## config.mk

```make
export PLATFORM = sky130hd
export DESIGN_NAME = uart_line_modem_ctrl
export DESIGN_NICKNAME = d
export VERILOG_FILES = /design/src/hdl/uart_ctrl_pkg.sv /design/src/hdl/line_format_decode.sv /design/src/hdl/uart_line_modem_ctrl.sv
export SDC_FILE = /design/constraint.sdc
export NUM_CORES = 1
export LEC_CHECK = 0
export BUFFER_PORTS_ARGS = -buffer_cell sky130_fd_sc_hd__buf_2
export CORE_MARGIN = 2
export CORE_UTILIZATION = 31
export CTS_BUF_LIST = sky130_fd_sc_hd__clkbuf_4
export DETAILED_ROUTE_END_ITERATION = 12
export PLACE_DENSITY_LB_ADDON = 0.05
export SYNTH_ARGS = -nofsm -noshare
export SYNTH_HDL_FRONTEND = slang
export SYNTH_SLANG_ARGS = --single-unit
```

## constraint.sdc

```tcl
create_clock -name clk_i -period 3.9 [get_ports clk_i]
set_input_delay 0.78 -clock clk_i [delete_from_list [all_inputs] [get_ports clk_i]]
set_output_delay 0.78 -clock clk_i [all_outputs]
set_load 0.03 [all_outputs]
```

## src/hdl/uart_ctrl_pkg.sv

```systemverilog
// How it works
// - fifo enable bit turns both fifos on or off; other bits need it set
// - fifo reset bits act only in a write that also sets fifo enable
// - receive fifo reset clears rx pointers only, then drops back by itself
// - transmit fifo reset clears tx pointers only, then drops back by itself
// - dma select: 0 normal ready pins, 1 dma style ready pins while fifo enable is set
// - rx trigger field picks 1, 4, 8 or 14 characters for the receive event
// - word length field gives 5, 6, 7 or 8 data bits
// - stop select: one stop, or 1.5 for 5-bit words and 2 otherwise
// - parity enable adds a parity bit on transmit and checks it on receive
// - parity type: 0 odd, 1 even, same for both directions
// - forced parity: bit is 1 when type is 0, 0 when type is 1
// - break bit holds the serial output at space until cleared
// - divisor access bit steers shared low addresses to divisor latches
// - terminal ready bit drives its active-low pin inverted
// - request to send bit drives its active-low pin inverted
// - hidden output-one bit feeds internal ring signal in loopback
// - in loopback the ring status follows output-one, not the ring pin
// - fifo status bits read 11 when fifos enabled, 00 when disabled
package uart_ctrl_pkg;
  // byte addresses on the register bus
  localparam logic [7:0] FIFO_CTRL_ADDR = 8'h08;
  localparam logic [7:0] LINE_FMT_ADDR = 8'h0c;
  localparam logic [7:0] MODEM_OUT_ADDR = 8'h10;
  localparam logic [7:0] CTRL_STATUS_ADDR = 8'h20;
  localparam logic [31:0] UNMAPPED_DATA = 32'h0000_0000;
  // fifo_control fields
  localparam int FCR_EN_BIT = 0;
  localparam int FCR_RXRST_BIT = 1;
  localparam int FCR_TXRST_BIT = 2;
  localparam int FCR_DMA_BIT = 3;
  localparam int FCR_TRIG_LSB = 6;
  // line_format_control fields
  localparam int LCR_WLEN_LSB = 0;
  localparam int LCR_STOP_BIT = 2;
  localparam int LCR_PEN_BIT = 3;
  localparam int LCR_PTYPE_BIT = 4;
  localparam int LCR_PFORCE_BIT = 5;
  localparam int LCR_BRK_BIT = 6;
  localparam int LCR_DLAB_BIT = 7;
  // modem_output_control fields
  localparam int MCR_DTR_BIT = 0;
  localparam int MCR_RTS_BIT = 1;
  localparam int MCR_OUT1_BIT = 2;
  localparam int MCR_LOOP_BIT = 4;
  localparam logic [7:0] MCR_USED_MASK = 8'h1f;
  // reset values
  localparam logic [7:0] LCR_RESET = 8'h00;
  localparam logic [7:0] MCR_RESET = 8'h00;
  localparam logic [1:0] TRIG_RESET = 2'h0;
  // receive trigger levels
  typedef logic [3:0] trig_t;
  localparam trig_t TRIG_LVL_1 = 4'h1;
  localparam trig_t TRIG_LVL_4 = 4'h4;
  localparam trig_t TRIG_LVL_8 = 4'h8;
  localparam trig_t TRIG_LVL_14 = 4'he;
  localparam int TRIG_W = 4;
  // character format
  localparam logic [3:0] WLEN_BASE = 4'h5;
  localparam logic [1:0] WLEN_FIVE = 2'h0;
  localparam logic [2:0] STOP_HALF_ONE = 3'h2;
  localparam logic [2:0] STOP_HALF_ONE_HALF = 3'h3;
  localparam logic [2:0] STOP_HALF_TWO = 3'h4;
  typedef enum logic [2:0] {
    PAR_NONE = 3'b000,
    PAR_ODD = 3'b001,
    PAR_EVEN = 3'b010,
    PAR_MARK = 3'b011,
    PAR_SPACE = 3'b100
  } parity_e;
  // interrupt source nibble with nothing pending
  localparam logic [3:0] ISR_NONE_PENDING = 4'h1;
endpackage

```

## src/hdl/line_format_decode.sv

```systemverilog
`timescale 1ns/10ps
`default_nettype none
module line_format_decode
  import uart_ctrl_pkg::*;
(
  // raw format byte
  input wire logic [7:0] line_format_control_i,
  // decoded format
  output logic [3:0] data_bits_o,
  output logic [2:0] stop_half_bits_o,
  output parity_e parity_mode_o
);
  logic [1:0] wlen;
  logic pen;
  logic ptype;
  logic pforce;

  always_comb begin
    wlen = line_format_control_i[LCR_WLEN_LSB +: 2];
    pen = line_format_control_i[LCR_PEN_BIT];
    ptype = line_format_control_i[LCR_PTYPE_BIT];
    pforce = line_format_control_i[LCR_PFORCE_BIT];
    data_bits_o = WLEN_BASE + {2'h0, wlen};
    if (!line_format_control_i[LCR_STOP_BIT]) begin
      stop_half_bits_o = STOP_HALF_ONE;
    end else if (wlen == WLEN_FIVE) begin
      stop_half_bits_o = STOP_HALF_ONE_HALF;
    end else begin
      stop_half_bits_o = STOP_HALF_TWO;
    end
    if (!pen) begin
      parity_mode_o = PAR_NONE;
    end else if (pforce) begin
      parity_mode_o = ptype ? PAR_SPACE : PAR_MARK;
    end else begin
      parity_mode_o = ptype ? PAR_EVEN : PAR_ODD;
    end
  end
endmodule
`default_nettype wire

```

## src/hdl/uart_line_modem_ctrl.sv

```systemverilog
// The address map and the Wishbone slave port were left to the implementer.
`timescale 1ns/10ps
`default_nettype none
module uart_line_modem_ctrl
  import uart_ctrl_pkg::*;
#(
  parameter int COUNT_W = 5
) (
  // clock and reset
  input wire logic clk_i,
  input wire logic rst_i,
  // wishbone slave
  input wire logic cyc_i,
  input wire logic stb_i,
  input wire logic we_i,
  input wire logic [7:0] adr_i,
  input wire logic [3:0] sel_i,
  input wire logic [31:0] dat_i,
  output logic [31:0] dat_o,
  output logic ack_o,
  // fifo side
  input wire logic [COUNT_W-1:0] rx_fifo_count_i,
  input wire logic tx_fifo_empty_i,
  input wire logic tx_fifo_full_i,
  output logic fifo_enable_o,
  output logic rx_fifo_reset_o,
  output logic tx_fifo_reset_o,
  output logic dma_mode_o,
  output logic rx_trigger_o,
  output logic [1:0] fifo_status_o,
  // dma ready pins
  output logic transmit_ready_pin_n_o,
  output logic receive_ready_pin_n_o,
  // character format
  output logic [3:0] data_bits_o,
  output logic [2:0] stop_half_bits_o,
  output parity_e parity_mode_o,
  output logic divisor_access_o,
  // serial line
  input wire logic tx_serial_i,
  output logic tx_line_o,
  // modem control
  input wire logic ring_indicator_in_n_i,
  output logic dtr_n_o,
  output logic rts_n_o,
  output logic loopback_o,
  output logic ring_status_o
);

  // the trigger of 14 must fit in the count
  if (COUNT_W < TRIG_W) begin : g_count_check
    $error("COUNT_W too narrow for the highest trigger level");
  end

  typedef struct packed {
    logic ack;
    logic [31:0] rdata;
    logic fifo_en;
    logic dma;
    logic [1:0] trig;
    logic rx_rst;
    logic tx_rst;
    logic [7:0] line_format_control;
    logic [7:0] modem_output_control;
    logic rx_trig;
    logic transmit_ready_pin_n_n;
    logic receive_ready_pin_n_n;
    logic [3:0] data_bits;
    logic [2:0] stop_half;
    parity_e parity;
    logic tx_line;
    logic dtr_n;
    logic rts_n;
    logic ring;
  } state_s;

  state_s state_reg;
  state_s state_next;

  logic [3:0] dec_data_bits;
  logic [2:0] dec_stop_half;
  parity_e dec_parity;
  logic access;
  logic wr_en;
  logic [7:0] wbyte;
  trig_t level;
  logic [COUNT_W-1:0] level_ext;
  logic [7:0] fcr_read;
  logic [7:0] status_read;

  // format decode works on the stored byte so it follows reads back exactly
  line_format_decode u_decode (
    .line_format_control_i(state_reg.line_format_control),
    .data_bits_o(dec_data_bits),
    .stop_half_bits_o(dec_stop_half),
    .parity_mode_o(dec_parity)
  );

  always_comb begin
    state_next = state_reg;
    access = cyc_i && stb_i && !state_reg.ack;
    // only byte lane 0 carries register data
    wr_en = access && we_i && sel_i[0];
    wbyte = dat_i[7:0];

    // bus answer, registered one cycle after the request, dropped after one cycle
    state_next.ack = access;
    state_next.rdata = UNMAPPED_DATA;

    // fifo reset requests are single-cycle pulses
    state_next.rx_rst = 1'b0;
    state_next.tx_rst = 1'b0;

    // fifo_control: write-only, read side shows source status
    if (wr_en && adr_i == FIFO_CTRL_ADDR) begin
      state_next.fifo_en = wbyte[FCR_EN_BIT];
      if (wbyte[FCR_EN_BIT]) begin
        state_next.dma = wbyte[FCR_DMA_BIT];
        state_next.trig = wbyte[FCR_TRIG_LSB +: 2];
        state_next.rx_rst = wbyte[FCR_RXRST_BIT];
        state_next.tx_rst = wbyte[FCR_TXRST_BIT];
      end
    end

    if (wr_en && adr_i == LINE_FMT_ADDR) begin
      state_next.line_format_control = wbyte;
    end

    // unused upper bits are never stored
    if (wr_en && adr_i == MODEM_OUT_ADDR) begin
      state_next.modem_output_control = wbyte & MCR_USED_MASK;
    end

    // read data, zero above the byte
    fcr_read = {{2{state_reg.fifo_en}}, 2'h0, ISR_NONE_PENDING};
    status_read = 8'h00;
    status_read[0] = state_reg.fifo_en;
    status_read[1] = state_reg.rx_trig;
    status_read[2] = state_reg.ring;
    status_read[3] = state_reg.dma;
    status_read[5:4] = state_reg.trig;
    status_read[7:6] = {2{state_reg.fifo_en}};
    if (access && !we_i) begin
      case (adr_i)
        FIFO_CTRL_ADDR: begin
          state_next.rdata = {24'h0, fcr_read};
        end
        LINE_FMT_ADDR: begin
          state_next.rdata = {24'h0, state_reg.line_format_control};
        end
        MODEM_OUT_ADDR: begin
          state_next.rdata = {24'h0, state_reg.modem_output_control};
        end
        CTRL_STATUS_ADDR: begin
          state_next.rdata = {24'h0, status_read};
        end
        default: begin
          state_next.rdata = UNMAPPED_DATA;
        end
      endcase
    end

    // receive threshold
    case (state_reg.trig)
      2'h0: begin
        level = TRIG_LVL_1;
      end
      2'h1: begin
        level = TRIG_LVL_4;
      end
      2'h2: begin
        level = TRIG_LVL_8;
      end
      default: begin
        level = TRIG_LVL_14;
      end
    endcase
    level_ext = COUNT_W'(level);
    // with fifos off there is no threshold to cross
    state_next.rx_trig = state_reg.fifo_en && (rx_fifo_count_i >= level_ext);

    // ready pins; dma mode keeps rx high until the threshold
    if (state_reg.dma && state_reg.fifo_en) begin
      state_next.receive_ready_pin_n_n = !state_next.rx_trig;
      state_next.transmit_ready_pin_n_n = tx_fifo_full_i;
    end else begin
      state_next.receive_ready_pin_n_n = (rx_fifo_count_i == '0);
      state_next.transmit_ready_pin_n_n = !tx_fifo_empty_i;
    end

    // registered format outputs lag the stored byte by one cycle
    state_next.data_bits = dec_data_bits;
    state_next.stop_half = dec_stop_half;
    state_next.parity = dec_parity;

    // break wins over whatever the transmitter sends
    if (state_reg.line_format_control[LCR_BRK_BIT]) begin
      state_next.tx_line = 1'b0;
    end else begin
      state_next.tx_line = tx_serial_i;
    end

    state_next.dtr_n = !state_reg.modem_output_control[MCR_DTR_BIT];
    state_next.rts_n = !state_reg.modem_output_control[MCR_RTS_BIT];

    // output-one has no pin; it only reaches the ring status in loopback
    if (state_reg.modem_output_control[MCR_LOOP_BIT]) begin
      state_next.ring = state_reg.modem_output_control[MCR_OUT1_BIT];
    end else begin
      state_next.ring = !ring_indicator_in_n_i;
    end
  end

  always_ff @(posedge clk_i) begin
    if (rst_i) begin
      state_reg.ack <= 1'b0;
      state_reg.rdata <= UNMAPPED_DATA;
      state_reg.fifo_en <= 1'b0;
      state_reg.dma <= 1'b0;
      state_reg.trig <= TRIG_RESET;
      state_reg.rx_rst <= 1'b0;
      state_reg.tx_rst <= 1'b0;
      state_reg.line_format_control <= LCR_RESET;
      state_reg.modem_output_control <= MCR_RESET;
      state_reg.rx_trig <= 1'b0;
      state_reg.transmit_ready_pin_n_n <= 1'b1;
      state_reg.receive_ready_pin_n_n <= 1'b1;
      state_reg.data_bits <= WLEN_BASE;
      state_reg.stop_half <= STOP_HALF_ONE;
      state_reg.parity <= PAR_NONE;
      state_reg.tx_line <= 1'b1;
      state_reg.dtr_n <= 1'b1;
      state_reg.rts_n <= 1'b1;
      state_reg.ring <= 1'b0;
    end else begin
      state_reg <= state_next;
    end
  end

  // every output straight from the state register
  assign ack_o = state_reg.ack;
  assign dat_o = state_reg.rdata;
  assign fifo_enable_o = state_reg.fifo_en;
  assign rx_fifo_reset_o = state_reg.rx_rst;
  assign tx_fifo_reset_o = state_reg.tx_rst;
  assign dma_mode_o = state_reg.dma;
  assign rx_trigger_o = state_reg.rx_trig;
  assign fifo_status_o = {2{state_reg.fifo_en}};
  assign transmit_ready_pin_n_o = state_reg.transmit_ready_pin_n_n;
  assign receive_ready_pin_n_o = state_reg.receive_ready_pin_n_n;
  assign data_bits_o = state_reg.data_bits;
  assign stop_half_bits_o = state_reg.stop_half;
  assign parity_mode_o = state_reg.parity;
  assign divisor_access_o = state_reg.line_format_control[LCR_DLAB_BIT];
  assign tx_line_o = state_reg.tx_line;
  assign dtr_n_o = state_reg.dtr_n;
  assign rts_n_o = state_reg.rts_n;
  assign loopback_o = state_reg.modem_output_control[MCR_LOOP_BIT];
  assign ring_status_o = state_reg.ring;
endmodule
`default_nettype wire

```

# ---- Word level (Yosys, flattened, before mapping)
# Index checks and enable logic that the tools add are counted.
dict set report classes {
  add_sub_neg 1
  shift 0
  n_eq_ne 6
  n_lt_le_gt_ge 1
  n_bitwise 5
  multipliers 0
  div_mod_pow 0
  n_reduce_logical 25
  n_mux 9
}
# op count
set op_table {}
lappend op_table {{$pmux W8 S4} 1}
lappend op_table {{$eq A8 B4 Y1 const B} 2}
lappend op_table {{$pmux W4 S3} 1}
lappend op_table {{$logic_and A1 B1 Y1} 10}
lappend op_table {{$mux W3} 3}
lappend op_table {{$eq A8 B5 Y1 const B} 1}
lappend op_table {{$eq A8 B6 Y1 const B} 1}
lappend op_table {{$logic_not A1 Y1} 7}
lappend op_table {{$reduce_or A2 Y1} 3}
lappend op_table {{$ge A5 B4 Y1} 1}
lappend op_table {{$logic_not A5 Y1} 1}
lappend op_table {{$not A1 Y1} 5}
lappend op_table {{$add A3 B2 Y4 const A} 1}
lappend op_table {{$logic_not A2 Y1} 2}
lappend op_table {{$mux W2} 2}
lappend op_table {{$reduce_or A3 Y1} 1}
lappend op_table {{$eq A2 B1 Y1 const B} 1}
lappend op_table {{$eq A2 B2 Y1 const B} 1}
lappend op_table {{$mux W1} 2}
lappend op_table {{$reduce_and A2 Y1} 1}
dict set report word_totals {
  input_bits 58
  rom_bits 0
  out_inout_bits 58
  ff_bits 69
  wordCells 66
  ramBits 0
  latch_bits 0
  mem_count 0
}

# ---- Depth between registers and ports, before layout
# Gate-level depths: netlist of run 1.
dict set report logic_depth {
  ltp_word 7
  mapped_depth 5
  ltp_nobuf 5
}

# ---- Hierarchy
# A second synthesis of run 1 with hierarchy kept.
dict set report unflattened {
  cells_unflattened 251
  area_unflattened_um2 2229.6
}
# module n_inst area_each_um2 cells_each seq_area_each_um2
set by_module_without_submodules {}
lappend by_module_without_submodules {uart_line_modem_ctrl 1 2130.8 238 900.9}
lappend by_module_without_submodules {line_format_decode 1 98.8 13 0.0}

# ---- Worst setup path before layout of run 1
# No wires, ideal clock.
dict set report synth_path {
  path_kind {input port to flip-flop}
  startpoint {input port adr_i[1]}
  endpoint {register state_reg, in the netlist divisor_access_o}
  n_path_buf 1
  required_ns 3.773
  path_stages 4
  setup_ns 0.127
  arrival_ns 1.686
  setup_slack_ns 2.087
  path_cell_list {nor4_4 > buf_6 > nand4_2 > mux2i_1}
}
dict set report synth_via {
  elab_chain_len 2
}
# element line_no
set synth_rtl {}
lappend synth_rtl {{start, declared} uart_line_modem_ctrl.sv:16} ;# input wire logic [7:0] adr_i,
lappend synth_rtl {{$eq A8 B4 Y1} uart_line_modem_ctrl.sv:125} ;# if (wr_en && adr_i == LINE_FMT_ADDR) begin
lappend synth_rtl {{$logic_and A1 B1 Y1} uart_line_modem_ctrl.sv:125}
lappend synth_rtl {{end signal, assigned} uart_line_modem_ctrl.sv:236} ;# state_reg <= state_next;
lappend synth_rtl {{end, declared} uart_line_modem_ctrl.sv:77} ;# state_s state_reg;
# Every way passes these cells.
# A chain may end at the register's enable or synchronous reset.

# ---- Worst setup path in the final report of run 1
dict set report layout_path {
  startpoint {input port adr_i[4]}
  endpoint {register state_reg, in the netlist dat_o[5]}
}
dict set report layout_via {
  elab_chain_len 2
  word_cells_on_any_way 5
  cone_classes {eq/ne (4); mux (1)}
}
# element line_no
set layout_rtl {}
lappend layout_rtl {{$eq A8 B6 Y1 (tied with other cells)} uart_line_modem_ctrl.sv:144} ;# case (adr_i)
lappend layout_rtl {{$pmux W8 S4 *} uart_line_modem_ctrl.sv:144}
# Every way passes the cells marked *; elsewhere a longest branch is shown, timed or not.

==> metrics.yaml, run 1 <==
cts.clk_slew.worst_paths_ns: 0.14
start_util_pct: 32.3
ctsRootBufferMaster: "clkbuf_4"
leakage_nw: 1.24
port_buffers: 64
start_kind: "input port"
status: "finished, final reports clean"
synth_top_area_share_pct: 38.2
peakVddDrop_uv: 188
dp_cells: 376
post_cts_buffers: 0
pre_cts_ws_ns: 1.24
cts-resized-gates: 0
hp-class: "flip-flop to flip-flop"
wl_met2_mm: 2.24
grt_use_total_pct: 12.7
crit_arrival_ns: 2.47
synth_cell_types: 37
fp.dieArea_um2: 8320
detail-route-antenna-nets: 0
period_needed_ns: 2.26
synthTopCellsByArea: "dfxtp_1, buf_4, nand2b_1, mux2i_1, and3b_1"
ys_async_sr_fraction_pct: 0
reg2reg_to: "dat_o[5]$_SDFF_PP0_"
path_cells: "buf_2 -> nor3b_2 -> a21oi_1 -> a2111oi_1"
routed_wl_mm: 5.17
fin_crit_sh_pct: 58.0
fin_ws_ns: 1.64
viasPerCell: 4.26
maxCapViolCount: 0
synth_edf_count: 0
top_layer_used: "met4"
ys_warn_count: 0
fp.dieH_um: 91.2
maxSlewViolCount: 0
synth_top_family_by_area: "simple AND/OR/NAND/NOR gates"
layout-drive-gt1-share_pct: 28.1
grt_overflow: 0
timing.hold.ws_ns: 0.453
synth_ff_type: "dfxtp_1"
remaining_drc_errors: 0
max_stage_delay_ns: 0.67
rsz0062_at_grt: "no"
holdPathStages: 1
met1_length_mm: 2.56
endpoint_kind: "flip-flop"
antenna_found_initial: 0
tns_ns: 0
largest_reg_flops: 13
worstRegToRegCells: 3
timing.rr.start: "ack_o$_SDFF_PP0_"
io_pins: 116
area_delta_synth_final_pct: 9.39
power_density_nw_per_um2: 332
ys_ff_latch: 45
clock_path_buffers: 2
place_hpwl_mm: 3.84
relSlewSlack_pct: 48.4
grt_pass1_vias: 1463
avgRoutedWirePerCell_um: 13.5
drt_iter0_markers: 42
yosys.area_share.simple_pct: 23.6
nFillCells: 795
ys_seq_area_share_pct: 38.2
setup_viol: 0
yosysMostFrequentCell: "buf_4"
netlist_instances: 244
yosys-top-cells-count: "buf_4, dfxtp_1, nand2b_1"
synthMuxAreaShare_pct: 7.21
row_count: 31
fin_util_pct: 35.4
crit_required_ns: 4.11
syn-cell-area_um2: 2360
cts_sinks: 45
crit_path_top_delay_cell: "nor3b_2"
final_nets: 348
synth_fa_ha_area_share_pct: 3.18
holdBufCountCts: 0
finalClockSkew_ns: 0.0117
grt_pass1_wl_mm: 8.10
fp.coreArea_um2: 7290
grt_max_degree: 33
finalNonFillerCells: 384
synth_compound_area_share_pct: 8.22
crit_type: "input port to flip-flop"
wl_met3_um: 308
firstDrtPassIters: 4
fmax_ghz: 0.442
worst_pin_slew_ns: 0.768
synth_top_area_cell: "dfxtp_1"
worst-r2r-setup-slack_ns: 2.24
synth_xor_xnor_area_share_pct: 1.11
die_x_um: 91.2
min_to: "rts_n_o$_SDFF_PP1_"
cp_max_fo: 15
antenna_cells: 0
routabilityCongestion: 0.699
cts_tree: "done"
hp-start: "state_reg[18]$_SDFFE_PP0P_"
avgSynthCellArea_um2: 9.67
insertion_delay_ns: 0.36
vias: 1637
htree_levels: 2
hold_viol: 0
cts_inserted_buffers: 5
==> where the power goes <==
part / switching (W) / total (W) / internal, W
Combinational: 0.0000732 / 0.000101 / 0.0000280
Sequential: 0.000000770 / 0.000463 / 0.000462
Clock: 0.000152 / 0.000292 / 0.000141
==> per-layer routing <==
metal / global-route usage, % / vias to the layer above
li1: - / 853
met1: 18.2 / 725
met2: 18.5 / 53
met3: 3.24 / 6
met4: 3.79 / 0
met5: 0 / -
==> stage by stage <==
step           power [W]  area [um2]
6_report        0.000857        2580
5_1_grt         0.000904        2580
4_1_cts         0.000871        2580
3_5_place_dp    0.000575        2500
3_3_place_gp    0.000575        2500
2_1_floorplan   0.000563        2440
==> cell families (layout without fill, tap and decap cells) <==
group | Yosys count | count (layout)
AOI/OAI and AO/OA | 23 | 23
xor gates and xnor gates | 3 | 3
adders and majority gates | 6 | 6
buffers and inverters | 65 | 83
DFF | 45 | 45
muxes | 17 | 17
other | 1 | 24
and+or+nand+nor | 84 | 84
==> worst max-delay path: cells and delay by family <==
family | cells | cell delay (ns)
AOI/OAI and AO/OA | 2 | 0.84
and+or+nand+nor | 1 | 0.67
buffers and inverters | 1 | 0.18
==> layout by cell type (no fill, tap or decap), types with 2 or more instances in the layout <==
cell type,netlist,layout
a2111oi_1,6,6
a2111oi_2,2,2
a21oi_1,4,4
and3b_1,12,12
and4b_1,2,2
buf_2,0,64
clkbuf_4,0,6
conb_1,1,24
dfxtp_1,45,45
ha_1,6,6
inv_1,10,10
mux2i_1,17,17
nand2_1,3,3
nand2b_1,30,30
nand3_1,3,3
nand4_1,11,11
nor2_1,11,11
nor2b_1,4,4
o211ai_1,5,5
xor2_1,2,2
==> worst max-delay path by stage <==
| stage | start | to | slack [ns] | cells after the start |
|---|---|---|---|---|
| after global placement | adr_i[1] | dat_o[2]$_SDFF_PP0_ | 1.25 | 5 |
| final | adr_i[4] | dat_o[5]$_SDFF_PP0_ | 1.64 | 4 |
| after detailed placement | adr_i[1] | dat_o[1]$_SDFF_PP0_ | 1.24 | 5 |
| after floorplan | adr_i[1] | divisor_access_o$_SDFFE_PP0P_ | 2.09 | 4 |
| after CTS | adr_i[1] | dat_o[1]$_SDFF_PP0_ | 1.63 | 5 |
| after global routing | adr_i[4] | dat_o[5]$_SDFF_PP0_ | 1.46 | 4 |
==> area by class of cell <==
class | instances | area (um2) | share of cell area [%]
Clock buffer | 6 | 45.0 | 1.75
Clock inverter | 2 | 33.8 | 1.31
Inverter | 10 | 37.5 | 1.45
Multi-Input combinational cell | 157 | 1110 | 43.1
Sequential cell | 45 | 901 | 34.9
Tap cell | 99 | 124 | 4.80
Timing Repair Buffer | 65 | 328 | 12.7
No activity file was read; power rests on OpenSTA's default activity.
==> run 2, diff against run 1 <==
==> constraint.sdc (replaced) <==
create_clock -name clk_i -period 1.96 [get_ports clk_i]
set_input_delay 0.392 -clock clk_i [delete_from_list [all_inputs] [get_ports clk_i]]
set_output_delay 0.392 -clock clk_i [all_outputs]
set_load 0.03 [all_outputs]
==> run 2 against run 1 <==
Net effect:
- die area unchanged
- highest routed layer unchanged
- critical endpoint is now fifo_status_o[0]
- via count increased by 4.0%
- critical path type is now flip-flop to primary output
- hold slack got worse by 0.24 ns
- core utilization up 0.67 points
- sequential cell count did not move
- global-route usage rose by 0.26 points
- first-iteration DRC count grew 62%
- setup slack got worse by 1.2 ns
- power up 85%
- final cell count up 2.1%
- clock-buffer cell count decreased by 1
==> metrics.yaml, run 2 (synthesized netlist as in run 1, its figures left out) <==
cp_top_family: "flip-flops"
path_cells: "buf_2"
power_density_nw_per_um2: 603
leakage_nw: 1.28
top_usage_layer: "met2"
layout_common_cells: "buf_2, dfxtp_1, nand2b_1, conb_1, mux2i_1"
drt_iter0_markers: 68
status: "finished, final reports clean"
row_count: 31
antenna_cells: 0
final_nets: 356
detail-route-antenna-nets: 0
clock_path_buffers: 2
cts_tree: "done"
grt_overflow: 0
pre_cts_ws_ns: 0.139
final_common_cell: "buf_2"
grt_max_degree: 32
fin_crit_sh_pct: 78.1
worstRegToRegCells: 3
grt_util_met2_pct: 19.8
hp-class: "input port to flip-flop"
cts.clk_slew.worst_paths_ns: 0.14
worst_pin_slew_ns: 0.582
cts-resized-gates: 0
tns_ns: 0
endpoint_kind: "primary output"
crit_type: "flip-flop to primary output"
period_needed_ns: 1.53
reg2reg_to: "dat_o[5]$_SDFF_PP0_"
vias: 1703
post_cts_buffers: 0
viasPerCell: 4.34
grt_pass1_wl_mm: 8.36
crit_start: "fifo_enable_o$_SDFFE_PP0N_"
fp.coreArea_um2: 7290
holdBufCountCts: 0
firstDrtPassIters: 4
routed_wl_mm: 5.14
relSlewSlack_pct: 61.2
peakVddDrop_uv: 223
die_x_um: 91.2
crit_path_top_delay_cell: "dfxtp_1"
nFillCells: 791
port_buffers: 64
largest_reg_flops: 13
cp_max_fo: 9
htree_levels: 2
fin_ws_ns: 0.428
area_delta_synth_final_pct: 11.5
setup_viol: 0
grt_use_total_pct: 12.9
grt_use_met3_pct: 3.40
fin_util_pct: 36.1
grt_pass1_vias: 1625
max_stage_delay_ns: 0.52
avgRoutedWirePerCell_um: 13.1
fp.dieH_um: 91.2
cts_inserted_buffers: 5
worst-r2r-setup-slack_ns: 0.45
cp_num_cells: 1
multiInputGateArea_um2: 1110
maxCapViolCount: 0
crit_required_ns: 1.57
ctsRootBufferMaster: "clkbuf_4"
cts_sinks: 45
start_util_pct: 32.3
met1_usage_pct: 18.0
finalClockSkew_ns: 0.0126
rsz0062_at_grt: "no"
layout-drive-gt1-share_pct: 30.0
insertion_delay_ns: 0.36
worstSetupEndpoint: "fifo_status_o[0]"
routabilityCongestion: 0.718
antenna_found_initial: 0
place_hpwl_mm: 3.93
timing.rr.start: "ack_o$_SDFF_PP0_"
fp.dieArea_um2: 8320
remaining_drc_errors: 0
seqCellArea_um2: 901
io_pins: 116
hold_viol: 0
fmax_ghz: 0.653
maxSlewViolCount: 0
cp.buffers_inverters: 1
crit_arrival_ns: 1.14
start_kind: "flip-flop"
==> run 2: report_power, final <==
part / switching (W) / total (W) / internal, W
Sequential: 0.00000158 / 0.000922 / 0.000920
Clock: 0.000311 / 0.000448 / 0.000137
Combinational: 0.000147 / 0.000215 / 0.0000676
Total: 0.000460 / 0.00158 / 0.00112
==> run 2: area by class of cell <==
cell class                      instances  share of cell area (%)
Clock buffer                            5                    1.43
Clock inverter                          3                   0.666
Inverter                               10                    1.43
Multi-Input combinational cell        157                    42.3
Sequential cell                        45                    34.3
Tap cell                               99                    4.71
Timing Repair Buffer                   73                    15.2
==> run 2: how the worst min path moves through the flow <==
stage                               startpoint  slack, ns                   end  depth (start not counted)
floorplan           state_reg[17]$_SDFFE_PP0P_       0.39    dtr_n_o$_SDFF_PP1_                          1
global placement    state_reg[18]$_SDFFE_PP0P_       0.42    rts_n_o$_SDFF_PP1_                          1
detailed placement  state_reg[17]$_SDFFE_PP0P_       0.40    dtr_n_o$_SDFF_PP1_                          1
CTS                                tx_serial_i       0.20  tx_line_o$_SDFF_PP1_                          2
global route                       tx_serial_i       0.19  tx_line_o$_SDFF_PP1_                          2
finish                             tx_serial_i       0.22  tx_line_o$_SDFF_PP1_                          2
==> run 2: routing by layer <==
layer  share of wire, %  vias to the layer above
met5                  0                        -
met4                1.2                        0
met3                5.4                        7
met2                 46                       54
met1                 47                      770
li1                   -                      872
==> run 2: per-stage QoR <==
| step | instance area (um2) | std cells | hold slack [ns] | total power [W] |
|---|---|---|---|---|
| final | 2630 | 392 | 0.215 | 0.00158 |
| after global routing | 2630 | 392 | 0.188 | 0.00168 |
| after CTS | 2630 | 392 | 0.201 | 0.00161 |
| after detailed placement | 2570 | 384 | 0.404 | 0.00116 |
| after global placement | 2570 | 384 | 0.416 | 0.00116 |
| after floorplan | 2440 | 267 | 0.386 | 0.00112 |
